### config.mk
export PLATFORM = sky130hd
export DESIGN_NAME = dual_analog_input_word_format
export DESIGN_NICKNAME = d
export VERILOG_FILES = /design/src/analog_word_pkg.sv /design/src/chan_word_fmt.sv /design/src/dual_analog_input_word_format.sv
export SDC_FILE = /design/constraint.sdc
export NUM_CORES = 1
export LEC_CHECK = 0
export BUFFER_PORTS_ARGS = -buffer_cell sky130_fd_sc_hd__buf_2
export CAP_MARGIN = 30
export CORE_MARGIN = 2
export CORE_UTILIZATION = 45
export DETAILED_ROUTE_END_ITERATION = 8
export HOLD_SLACK_MARGIN = 0.03
export PLACE_DENSITY_LB_ADDON = 0.3
export SLEW_MARGIN = 40
export SYNTH_ARGS = -nofsm -noshare
export SYNTH_HDL_FRONTEND = slang
export SYNTH_SLANG_ARGS = --single-unit
### constraint.sdc
create_clock -name clk -period 0.9 [get_ports clk]
set_input_delay 0.09 -clock clk [delete_from_list [all_inputs] [get_ports clk]]
set_output_delay 0.09 -clock clk [all_outputs]
set_load 0.03 [all_outputs]
### src/analog_word_pkg.sv
package analog_word_pkg;

  // word layout
  localparam int unsigned DATA_W   = 12;
  localparam int unsigned MAG_W    = 11;
  localparam int unsigned WORD_W   = 16;
  localparam int unsigned SIGN_BIT = 11;
  localparam int unsigned LOS_BIT  = 15;
  localparam int unsigned GAP_LO   = 12;
  localparam int unsigned GAP_HI   = 14;

  // conversion limits
  localparam logic [DATA_W-1:0] FULL_SCALE = 12'h0_FFF;
  localparam logic [MAG_W-1:0]  MAG_MAX    = 11'h7_FF;
  localparam logic [DATA_W-1:0] NEG_LIMIT  = 12'h8_00;
  localparam logic [WORD_W-1:0] WORD_RESET = 16'h0000;

  // loss-of-signal detection levels (mV for voltage, uA for current)
  localparam logic [WORD_W-1:0] LOS_LEVEL_MV = 16'h01F4;
  localparam logic [WORD_W-1:0] LOS_LEVEL_UA = 16'h07D0;

  // input ranges
  typedef enum logic [2:0] {
    RNG_1_5V  = 3'b000,
    RNG_4_20M = 3'b001,
    RNG_0_10V = 3'b010,
    RNG_0_5V  = 3'b011,
    RNG_PM10V = 3'b100,
    RNG_PM5V  = 3'b101
  } range_t;

  // one converted sample from the converter side
  typedef struct packed {
    logic              valid;
    logic              point;  // 0 = input point 1, 1 = input point 2
    logic [DATA_W-1:0] code;   // unsigned, or two's complement if bipolar
    logic [WORD_W-1:0] level;  // measured input level, mV or uA
  } sample_t;

  // the two consecutive host input words
  typedef struct packed {
    logic [WORD_W-1:0] pt2;
    logic [WORD_W-1:0] pt1;
  } word_pair_t;

  function automatic logic is_bipolar(input range_t r);
    is_bipolar = (r == RNG_PM10V) || (r == RNG_PM5V);
  endfunction

  function automatic logic has_los(input range_t r);
    has_los = (r == RNG_1_5V) || (r == RNG_4_20M);
  endfunction

endpackage

### src/chan_word_fmt.sv
`timescale 1ns/1ps
`default_nettype none

module chan_word_fmt (
  // sample in
  input  wire logic [analog_word_pkg::DATA_W-1:0] code,
  input  wire logic [analog_word_pkg::WORD_W-1:0] level,
  input  wire analog_word_pkg::range_t            rng,
  // formatted word out
  output logic [analog_word_pkg::WORD_W-1:0]      word
);

  logic [analog_word_pkg::DATA_W-1:0] neg;
  logic                               lost;

  // magnitude of a negative sample and loss detection
  always_comb begin
    neg  = -code;
    lost = 1'b0;
    if (rng == analog_word_pkg::RNG_1_5V) begin
      lost = (level <= analog_word_pkg::LOS_LEVEL_MV);
    end else if (rng == analog_word_pkg::RNG_4_20M) begin
      lost = (level <= analog_word_pkg::LOS_LEVEL_UA);
    end
  end

  // assemble the word
  always_comb begin
    word = analog_word_pkg::WORD_RESET;
    if (analog_word_pkg::is_bipolar(rng)) begin
      word[analog_word_pkg::SIGN_BIT] = code[analog_word_pkg::SIGN_BIT];
      if (!code[analog_word_pkg::SIGN_BIT]) begin
        word[analog_word_pkg::MAG_W-1:0] =
          code[analog_word_pkg::MAG_W-1:0];
      end else if (code == analog_word_pkg::NEG_LIMIT) begin
        word[analog_word_pkg::MAG_W-1:0] = analog_word_pkg::MAG_MAX;
      end else begin
        word[analog_word_pkg::MAG_W-1:0] =
          neg[analog_word_pkg::MAG_W-1:0];
      end
    end else begin
      word[analog_word_pkg::DATA_W-1:0] = code;
    end
    // flag only in the live-zero ranges, clear elsewhere
    word[analog_word_pkg::LOS_BIT] =
      analog_word_pkg::has_los(rng) && lost;
  end

endmodule

`default_nettype wire

### src/dual_analog_input_word_format.sv
// Overview of operation
// - Unipolar ranges deliver each result as a 12-bit unsigned value.
// - In the 1-5 V / 4-20 mA range bit 15 is set on disconnection.
// - Loss is flagged at or below 0.5 V (voltage) or 2 mA (current).
// - In bipolar mode bit 11 is low for positive, high for negative.
// - Each channel is a 16-bit word, result in bits 0-11, flag in 15.
// - Unipolar full scale is 4095 and is never exceeded.
// - Point 1 goes to the first word and point 2 to the next word.
// - Outside the 1-5 V / 4-20 mA range the flag is always clear.
`timescale 1ns/1ps
`default_nettype none

module dual_analog_input_word_format (
  // clock and reset
  input  wire logic                          clk,
  input  wire logic                          rst,
  // configuration and converter side
  input  wire analog_word_pkg::range_t       rng,
  input  wire analog_word_pkg::sample_t      smp,
  // host input word area
  output analog_word_pkg::word_pair_t        host_input_word_area,
  output logic                               word_upd
);

  // whole module state
  typedef struct packed {
    analog_word_pkg::word_pair_t words;
    logic                        upd;
    logic                        last_point;
  } st_t;

  st_t                                st_r;
  st_t                                st_nxt;
  logic [analog_word_pkg::WORD_W-1:0] fmt_word;

  // per-sample formatter
  chan_word_fmt u_fmt (
    .code  (smp.code),
    .level (smp.level),
    .rng   (rng),
    .word  (fmt_word)
  );

  // route the formatted word to its point's slot
  always_comb begin
    st_nxt     = st_r;
    st_nxt.upd = 1'b0;
    if (smp.valid) begin
      st_nxt.upd        = 1'b1;
      st_nxt.last_point = smp.point;
      if (smp.point) begin
        st_nxt.words.pt2 = fmt_word;
      end else begin
        st_nxt.words.pt1 = fmt_word;
      end
    end
  end

  // state register
  always_ff @(posedge clk or posedge rst) begin
    if (rst) begin
      st_r <= '0;
    end else begin
      st_r <= st_nxt;
    end
  end

  // outputs straight from the state flops
  assign host_input_word_area = st_r.words;
  assign word_upd             = st_r.upd;

  // word last written, for the checks below
  logic [analog_word_pkg::WORD_W-1:0] last_w;
  assign last_w = st_r.last_point ? st_r.words.pt2 : st_r.words.pt1;
endmodule

`default_nettype wire

==> metrics.md, run 1 <==
| Metric | Value |
|---|---|
| Period utilization | `122%` |
| Syn Area/Cell | `9.21 um^2` |
| Final hold vios | `0` |
| Initial Utilization | `46.6%` |
| Synth area leader | `dfrtp_1` |
| Async SR Flop Fraction | `100%` |
| CTS tree | `done` |
| Share of post-route cells with drive strength above 1 | `60.2%` |
| DR vias/cell | `5.57` |
| Top Layer Used | `met4` |
| Count leader, synth | `dfrtp_1` |
| Core area | `3000 um^2` |
| DRT Pass-1 Iters | `4` |
| Buffer depth of the longest clock path | `2` |
| Netlist cell types | `36` |
| Dpl hpwl | `2710 um` |
| EDFF count, synth | `0` |
| Outcome | `finished, violations left` |
| Leakage power figure | `1.20 nW` |
| Pre-CTS WS | `-0.556 ns` |
| Peak Freq | `910 MHz` |
| Top cells by area, synth | `dfrtp_1 (48%), nor2_1 (6.2%), nand2_1 (5.6%), a21oi_1 (5.4%), buf_4 (3.2%)` |
| Initial DRC Count | `roughly 120` |
| Routed length on met2 | `~2700 um` |
| Ant. Diodes | `0` |
| Largest net degree at the start of global routing | `28` |
| Post-Route WL | `5330 um` |
| H-tree Lvls | `1` |
| Rows | `20` |
| Crit path max fanout | `4` |
| Final WS setup | `-0.199 ns` |
| GRT Util Overall | `26.6%` |
| Xor and xnor fraction of the mapped netlist area | `around 3.8%` |
| Clock period minus worst slack | `1.10 ns` |
| Pwr Density | `1430 nW/um^2` |
| Startpoint types | `input port` |
| HP Class | `input port to flip-flop` |
| Routed length per instance | `17.9 um` |
| Synth Area in Compound Gates | `18.2%` |
| Die ar. | `3570 um^2` |
| # setup viols final | `51` |
| Post-DRT Antenna Nets | `0` |
| Skew final | `0 ns` |
| Total negative slack | `-5.78 ns` |
| # nets final | `roughly 300` |
| Vias in the first global route | `1511` |
| Port Buf Inserts | `around 60` |
| TritonCTS Buffers | `3` |
| Post-Synth Simple-Gate Area | `between 20 and 25%` |
| Req. time, crit path | `1.18 ns` |
| Clk sink count | `27` |
| Seq cells post-synth | `27` |
| Seq/Total Area, Yosys | `48.3%` |
| Worst-path clk slew | `0.17 ns` |
| Max cap viols | `0` |
| Placer Congestion | `0.791` |
| First-pass GRT wire length | `6960 um` |
| Yosys top cell area share | `between 40 and 50%` |
| Yosys warnings | `0` |
| Final core occ | `between 80% and 90%` |
| Via count | `1653` |
| Primary FF master, synth | `dfrtp_1` |
| Clk root buf | `clkbuf_4` |
| Met3 wire len | `slightly below 400 um` |
| Count of pins over their slew limit | `0` |
| Failing checks | `setup timing` |
| Mapped cell area | `about 1400 um^2` |
| Routed metal-1 wire length | `between 2000 and 2500 um` |
| Overall die height | `59.8 um` |
| Mux share of post-synthesis cell area | `0.804%` |
| Post-synthesis cell count | `152` |
| FILL cells | `between 150 and 200` |
| IO Pins | `68` |
| Worst vdd ir | `0.702 mV` |
| Initial antenna violation count | `0` |
| Drt drc | `0` |
| RSZ-0062 raised after global routing | `yes` |
| Largest family of logic cells by synthesized area | `simple AND/OR/NAND/NOR gates` |
| Post-Synth Adder-Cell Area | `less than 1%` |
| Die width | `roughly 60 um` |
| Power Total | `3.69 mW` |
| WS Path Type | `input port to flip-flop` |
| Worst skew pair latency | `0.35 ns` |
| GR Overflow Total | `0` |
| Area delta synth->final | `84.2%` |
| Synth top cells by count | `dfrtp_1 (27), nor2_1 (23), nand2_1 (21)` |
| Worst Path Arrival | `1.38 ns` |
| CP endpoint kind | `flip-flop` |
## flip-flops by register name, indices dropped and copies added (netlist names)
signal and flops:
host_input_word_area 26, word_upd 1
## layout make-up
type	instances	area [um^2]	area share [%]
Tap cell	33	41.3	1.60
Clock inverter	1	7.51	0.291
Inverter	3	11.3	0.437
Timing Repair Buffer	113	932	36.1
Clock buffer	3	22.5	0.873
Multi-Input combinational cell	117	888	34.4
Sequential cell	27	676	26.2
## routing by layer
metal,up-vias,GRT usage [%]
li1,745,-
met1,792,32.6
met2,102,46.6
met3,14,4.55
met4,0,9.52
met5,-,0
## final timing paths
kind | endpoint | slack, ns | cells past startpoint | start
worst max-delay path | host_input_word_area[4] | -0.20 | 7 | smp[25]
worst min-delay path | host_input_word_area[15] | 0.06 | 3 | smp[14]
worst max register to register | host_input_word_area[4] | -0.09 | 4 | host_input_word_area[4]
worst min register to register | host_input_word_area[3] | 0.56 | 2 | host_input_word_area[3]
max in group asynchronous | host_input_word_area[3] | 0.29 | 4 | rst
min in group asynchronous | host_input_word_area[0] | 0.33 | 4 | rst
## what timing repair did
item / 4_1_cts / 5_1_grt
buffers inserted: 9 / 14
hold endpoints to repair: 30 / 0
resized for setup: 91 / 18
pin swaps: 15 / 12
hold buffers: 3 / 0
endpoints found under the setup margin: 49 / 51
## cell usage in the layout, fill, tap and decap left out, types with 2 or more instances in the layout
cell	instances
nand2_1	21
and3_1	2
buf_6	35
nor3_1	2
nand2b_1	2
dlygate4sd3_1	3
buf_4	43
conb_1	6
xor2_1	5
nor2_2	2
clkbuf_4	3
or4_4	2
nor2_4	7
buf_2	30
nor2_1	15
a21oi_1	3
inv_2	2
o31ai_2	3
a21oi_2	11
dfrtp_1	27
o21ai_1	3
o21ai_0	2
and3_4	2
o31ai_4	2
o21ai_2	3
o31ai_1	3
nand3_1	2
## where the power goes
part / internal, mW / leakage (nW) / switching [mW]
combinational: 0.748 / 0.868 / 0.857
sequential: 1.37 / 0.320 / 0.129
clock: 0.171 / 0.0139 / 0.415
## through the flow
stage | hold WS, ns | cell area, um^2 | cells
after floorplan | 0.121 | 1460 | 157
after global placement | 0.158 | 1950 | 267
after detailed placement | 0.161 | 1950 | 267
after CTS | 0.0870 | 2400 | 283
after global routing | 0.0774 | 2580 | 297
final | 0.0629 | 2580 | 297
## cells by family after synthesis
kind of cell / after synthesis
buffers and inverters: 13
AND/OR/NAND/NOR: 66
XOR/XNOR: 6
multiplexers: 1
flip-flops: 27
adder cells (fa/ha/maj): 1
other: 1
AO/OA/AOI/OAI: 37
## worst max-delay path: stages
cell,delay (ns)
buf_8,0.10
nor4_4,0.28
nand2b_1,0.16
nor3_4,0.35
nor2_4,0.12
buf_6,0.15
a21oi_2,0.12
Note: power is estimated with default switching activity, not from simulation.
==> run 2: changes to the inputs <==
--- a/config.mk
+++ b/config.mk
@@ -5,14 +5,15 @@
 export SDC_FILE = /design/constraint.sdc
 export NUM_CORES = 1
 export LEC_CHECK = 0
-export BUFFER_PORTS_ARGS = -buffer_cell sky130_fd_sc_hd__buf_2
 export CAP_MARGIN = 30
 export CORE_MARGIN = 2
-export CORE_UTILIZATION = 45
+export CORE_UTILIZATION = 55
 export DETAILED_ROUTE_END_ITERATION = 8
+export DONT_BUFFER_PORTS = 1
 export HOLD_SLACK_MARGIN = 0.03
 export PLACE_DENSITY_LB_ADDON = 0.3
 export SLEW_MARGIN = 40
 export SYNTH_ARGS = -nofsm -noshare
 export SYNTH_HDL_FRONTEND = slang
 export SYNTH_SLANG_ARGS = --single-unit
+export TNS_END_PERCENT = 30
==> run 2 against run 1 <==
Against the previous run: the flow still finishes with violations (setup timing); power down 9.8%; worst setup slack improved by 0.044 ns; routed wire length shrank 9.7%; final cell count down 17%; first-iteration DRC count is 39% lower; non-clock buffer count down 48; die area shrank 17%; flip-flop and latch count did not move; global-route usage is 1.9 points higher; count of clock-buffer cells in the layout unchanged; sequential power barely moved; design area decreased by 17%; largest power group is now registers.
==> metrics.md, run 2 (same netlist as run 1, synthesis figures left out) <==
| Metric | Value |
|---|---|
| Port Buf Inserts | `0` |
| Vias in the first global route | `1357` |
| Crit path max fanout | `3` |
| WS Path Type | `input port to flip-flop` |
| DRT Pass-1 Iters | `6` |
| Pwr Density | `1550 nW/um^2` |
| Final WS setup | `-0.155 ns` |
| Worst skew pair latency | `0.33 ns` |
| Initial Utilization | `57.0%` |
| First-pass GRT wire length | `roughly 6000 um` |
| HP Class | `input port to flip-flop` |
| Core area | `2450 um^2` |
| CTS tree | `done` |
| Overall die height | `54.5 um` |
| Leakage power figure | `slightly below 1 nW` |
| Power Total | `3.32 mW` |
| Placer Congestion | `about 0.85` |
| H-tree Lvls | `1` |
| Initial DRC Count | `74` |
| Rows | `18` |
| Failing checks | `setup timing` |
| Dpl hpwl | `2700 um` |
| Clk sink count | `27` |
| RSZ-0062 raised after global routing | `yes` |
| CP endpoint kind | `flip-flop` |
| IO Pins | `between 60 and 70` |
| Largest net degree at the start of global routing | `28` |
| Routed length per instance | `19.6 um` |
| Clk root buf | `clkbuf_4` |
| # setup viols final | `41` |
| Final hold vios | `0` |
| Buffer depth of the longest clock path | `2` |
| Count of pins over their slew limit | `0` |
| Ant. Diodes | `0` |
| Most frequent cells in the layout | `dfrtp_1 (26), buf_6 (26), buf_4 (25)` |
| Share of post-route cells with drive strength above 1 | `37.0%` |
| Drt drc | `0` |
| Via count | `1479` |
| Post-Route WL | `4810 um` |
| Req. time, crit path | `1.12 ns` |
| Outcome | `finished, violations left` |
| TritonCTS Buffers | `3` |
| Max reg flops | `26` |
| Worst vdd ir | `about 1.3 mV` |
| Worst Path Arrival | `between 1 and 1.5 ns` |
| Skew final | `0 ns` |
| DR vias/cell | `6.01` |
| Max cap viols | `0` |
| Die width | `54.5 um` |
| Initial antenna violation count | `0` |
| Worst-path clk slew | `0.15 ns` |
| Post-DP Area | `around 1700 um^2` |
| GRT Util Overall | `28.5%` |
| FILL cells | `between 100 and 150` |
| # nets final | `253` |
| Clock period minus worst slack | `1.05 ns` |
| Post-DRT Antenna Nets | `0` |
| Period utilization | `117%` |
| Peak Freq | `948 MHz` |
| Die ar. | `2970 um^2` |
| GR Overflow Total | `0` |
| Post-route cell area | `2150 um^2` |
| Area delta synth->final | `53.5%` |
| Startpoint types | `input port` |
-- run 2: report_power, final --
part	internal (mW)	leakage (nW)	switching, mW
clock network	0.170	0.0139	0.384
logic	0.557	0.633	0.714
registers	1.37	0.319	0.130
-- run 2: layout make-up --
| type | count | area [um^2] | share of cell area, % |
|---|---|---|---|
| multi-input combinational | 117 | 773 | 36.0 |
| sequential | 27 | 677 | 31.5 |
| timing repair buffer | 65 | 621 | 28.9 |
| tap | 30 | 37.5 | 1.75 |
| clock buffer | 3 | 22.5 | 1.05 |
| inverter | 3 | 11.3 | 0.524 |
| clock inverter | 1 | 7.51 | 0.349 |
-- run 2: critical path, cell delays in order --
cell and delay [ns]:
nor4_4 0.28, nand2b_1 0.17, buf_4 0.17, nor2_1 0.10, a211oi_1 0.12, o31ai_1 0.35
-- run 2: per-layer routing --
layer	GRT usage (%)	wire length (um)
met1	33.3	1640
met2	51.0	2520
met3	3.83	496
met4	13.8	156
met5	0	0
-- run 2: per-stage QoR --
stage,TNS (ns),instances,setup slack [ns],hold slack [ns],util (%)
after detailed placement,-7.39,216,-0.409,0.0687,70.2
after CTS,-2.70,238,-0.112,-0.00824,82.3
after global routing,-5.14,246,-0.161,-0.0202,87.6
after global placement,-5.95,216,-0.333,0.0466,70.2
after floorplan,-3.70,157,-0.307,0.121,-
final,-3.02,246,-0.155,0.00515,87.6
-- run 2: path summary, 6_finish.rpt --
check	start	end	slack (ns)	cells past startpoint
setup / recovery	smp[25]	host_input_word_area[17]	-0.15	6
hold / removal	smp[14]	host_input_word_area[15]	0.005	2
setup reg to reg	host_input_word_area[1]	host_input_word_area[1]	-0.01	4
hold reg to reg	host_input_word_area[31]	host_input_word_area[31]	0.54	2
max in group asynchronous	rst	word_upd	0.38	3
min in group asynchronous	rst	host_input_word_area[5]	0.24	3
-- run 2: repair_timing --
action	in CTS	in global routing
pin swaps	0	5
cloned	0	0
endpoints found under the hold margin	53	4
setup buffers	5	7
resized for setup	27	15
hold buffers	13	1
endpoints found under the setup margin	29	47
==> run 3: changes to the inputs <==
--- a/config.mk
+++ b/config.mk
@@ -6,7 +6,6 @@
 export NUM_CORES = 1
 export LEC_CHECK = 0
 export CAP_MARGIN = 30
-export CORE_MARGIN = 2
 export CORE_UTILIZATION = 55
 export DETAILED_ROUTE_END_ITERATION = 8
 export DONT_BUFFER_PORTS = 1
==> run 3 against run 2 <==
Against the previous run: the flow still finishes with violations (setup timing); worst setup slack worse by 0.072 ns; hold slack improved by 0.0015 ns; non-clock buffer count shrank 7; maximum frequency decreased by 6.4%; final cell count decreased by 3.7%; design area down 1.1%; sequential share of layout area increased by 0.35 points; clock skew unchanged.
==> metrics.md, run 3 (same netlist as run 1, synthesis figures left out) <==
| Metric | Value |
|---|---|
| Outcome | `finished, violations left` |
| Failing checks | `setup timing` |
| TritonCTS Buffers | `3` |
| Most frequent cells in the layout | `buf_6 (27), dfrtp_1 (26), nand2_1 (21)` |
| Clock period minus worst slack | `1.13 ns` |
| Post-Route WL | `5340 um` |
| GR Overflow Total | `0` |
| CP endpoint kind | `flip-flop` |
| RSZ-0062 raised after global routing | `yes` |
| Pwr Density | `~1600 nW/um^2` |
| Worst-path clk slew | `0.15 ns` |
| H-tree Lvls | `1` |
| CP peak stage delay | `between 0.3 and 0.4 ns` |
| DRT Pass-1 Iters | `4` |
| Share of post-route cells with drive strength above 1 | `approximately 40%` |
| Worst Path Arrival | `1.38 ns` |
| Initial antenna violation count | `0` |
| GRT Util Overall | `33.1%` |
| # setup viols final | `50` |
| Die width | `52.5 um` |
| Max reg flops | `26` |
| Buf+Inv Stages, Crit Path | `1` |
| Largest net degree at the start of global routing | `18` |
| Worst skew pair latency | `0.33 ns` |
| Req. time, crit path | `around 1.2 ns` |
| Crit path max fanout | `3` |
| Overall die height | `52.5 um` |
| Crit path max-delay family | `simple AND/OR/NAND/NOR gates` |
| Worst vdd ir | `about 1.3 mV` |
| CP cell instances | `nor4_4 -> nand2b_1 -> nor3_4 -> buf_4 -> nor2_1 -> o21ai_1` |
| DR vias/cell | `6.54` |
| Clk root buf | `clkbuf_4` |
| Routed length per instance | `about 23 um` |
| Most common cell after layout, fill and taps aside | `buf_6` |
| Dpl hpwl | `2910 um` |
| Power Total | `about 3.3 mW` |
| Buffer depth of the longest clock path | `2` |
| Count of pins over their slew limit | `0` |
| Via count | `1551` |
| Die ar. | `2750 um^2` |
| Initial DRC Count | `89` |
| Hold depth | `2` |
| Vias in the first global route | `roughly 1400` |
| CTS tree | `done` |
| Leakage power figure | `0.939 nW` |
| Reg2Reg Depth | `4` |
| Non-filler cells, final | `237` |
| Initial Utilization | `60.9%` |
| Core area | `around 2300 um^2` |
| Final core occ | `92.5%` |
| HP Class | `input port to flip-flop` |
| Area delta synth->final | `51.8%` |
| Rows | `17` |
| Period utilization | `125%` |
| Clk sink count | `27` |
| Total negative slack | `-4.27 ns` |
| Ant. Diodes | `0` |
| Final hold vios | `0` |
| First-pass GRT wire length | `6470 um` |
| Slowest-stage cell, CP | `nor3_4` |
| Post-DRT Antenna Nets | `0` |
| FILL cells | `75` |
| Peak Freq | `~890 MHz` |
| IO Pins | `68` |
| Max cap viols | `0` |
| # nets final | `246` |
| WS Path Type | `input port to flip-flop` |
| Startpoint types | `input port` |
| Placer Congestion | `0.855` |
| Skew final | `0 ns` |
| CP Depth | `6` |
| Port Buf Inserts | `0` |
| Final WS setup | `-0.227 ns` |
| Placed Cells incl. Taps | `214` |
| Drt drc | `0` |
[run 3: changes by cell type in the layout (fill, tap and decap cells not counted), moves of 2 or more]
| cell | previous run | this run |
|---|---|---|
| a21oi_1 | 11 | 8 |
| a21oi_2 | 4 | 7 |
| buf_4 | 25 | 20 |
| dlygate4sd3_1 | 14 | 11 |
| nor2_1 | 19 | 17 |
| o21ai_0 | 4 | 2 |
| o21ai_1 | 4 | 6 |
[run 3: power breakdown]
group | switching (mW) | internal, mW | leakage, nW | total (mW)
clock network | 0.386 | 0.167 | 0.0177 | 0.553
registers | 0.137 | 1.37 | 0.319 | 1.50
logic | 0.741 | 0.542 | 0.603 | 1.28
[run 3: area by class of cell]
cell class	count	area, um^2	area share (%)
well taps	28	35.0	1.65
clock inverters	1	5.00	0.235
multi-input cells	117	811	38.1
flip-flops and latches	27	677	31.8
inverters	3	11.3	0.530
repair buffers	58	564	26.5
clock buffers	3	22.5	1.06
[run 3: routing by layer]
metal / track usage [%] / vias up / part of all wire, %
li1: - / 632 / -
met1: 38.5 / 725 / 33
met5: 0 / - / 0
met3: 5.80 / 36 / 10
met2: 59.9 / 158 / 52
met4: 11.8 / 0 / 5.1
[run 3: final timing paths]
kind / endpoint / start / slack (ns)
hold reg to reg: host_input_word_area[1] / host_input_word_area[1] / 0.56
setup / recovery: host_input_word_area[18] / smp[25] / -0.23
max in group asynchronous: word_upd / rst / 0.46
min in group asynchronous: host_input_word_area[21] / rst / 0.22
setup reg to reg: host_input_word_area[3] / host_input_word_area[3] / -0.06
hold / removal: host_input_word_area[31] / smp[14] / 0.007
[run 3: timing repair]
item,4_1_cts,5_1_grt
gates resized for setup,33,20
setup endpoints to repair,34,46
hold buffers,9,2
pin swaps,2,6
endpoints found under the hold margin,45,6
buffers inserted,3,5
[run 3: per-stage QoR]
stage	cell area, um^2	worst slack, ns	hold WS, ns
2_1_floorplan	1460	-0.307	0.121
3_3_place_gp	1720	-0.332	-0.0156
3_5_place_dp	1720	-0.421	0.00579
4_1_cts	1990	-0.0879	0.00481
5_1_grt	2130	-0.285	0.0102
6_report	2130	-0.227	0.00669
[run 3: worst reg2reg max path: cells and delay by family (launching register included)]
family,cells,cell delay (ns)
DFF,1,0.43
buffers and inverters,2,0.27
AOI/OAI and AO/OA,1,0.05
and+or+nand+nor,1,0.11
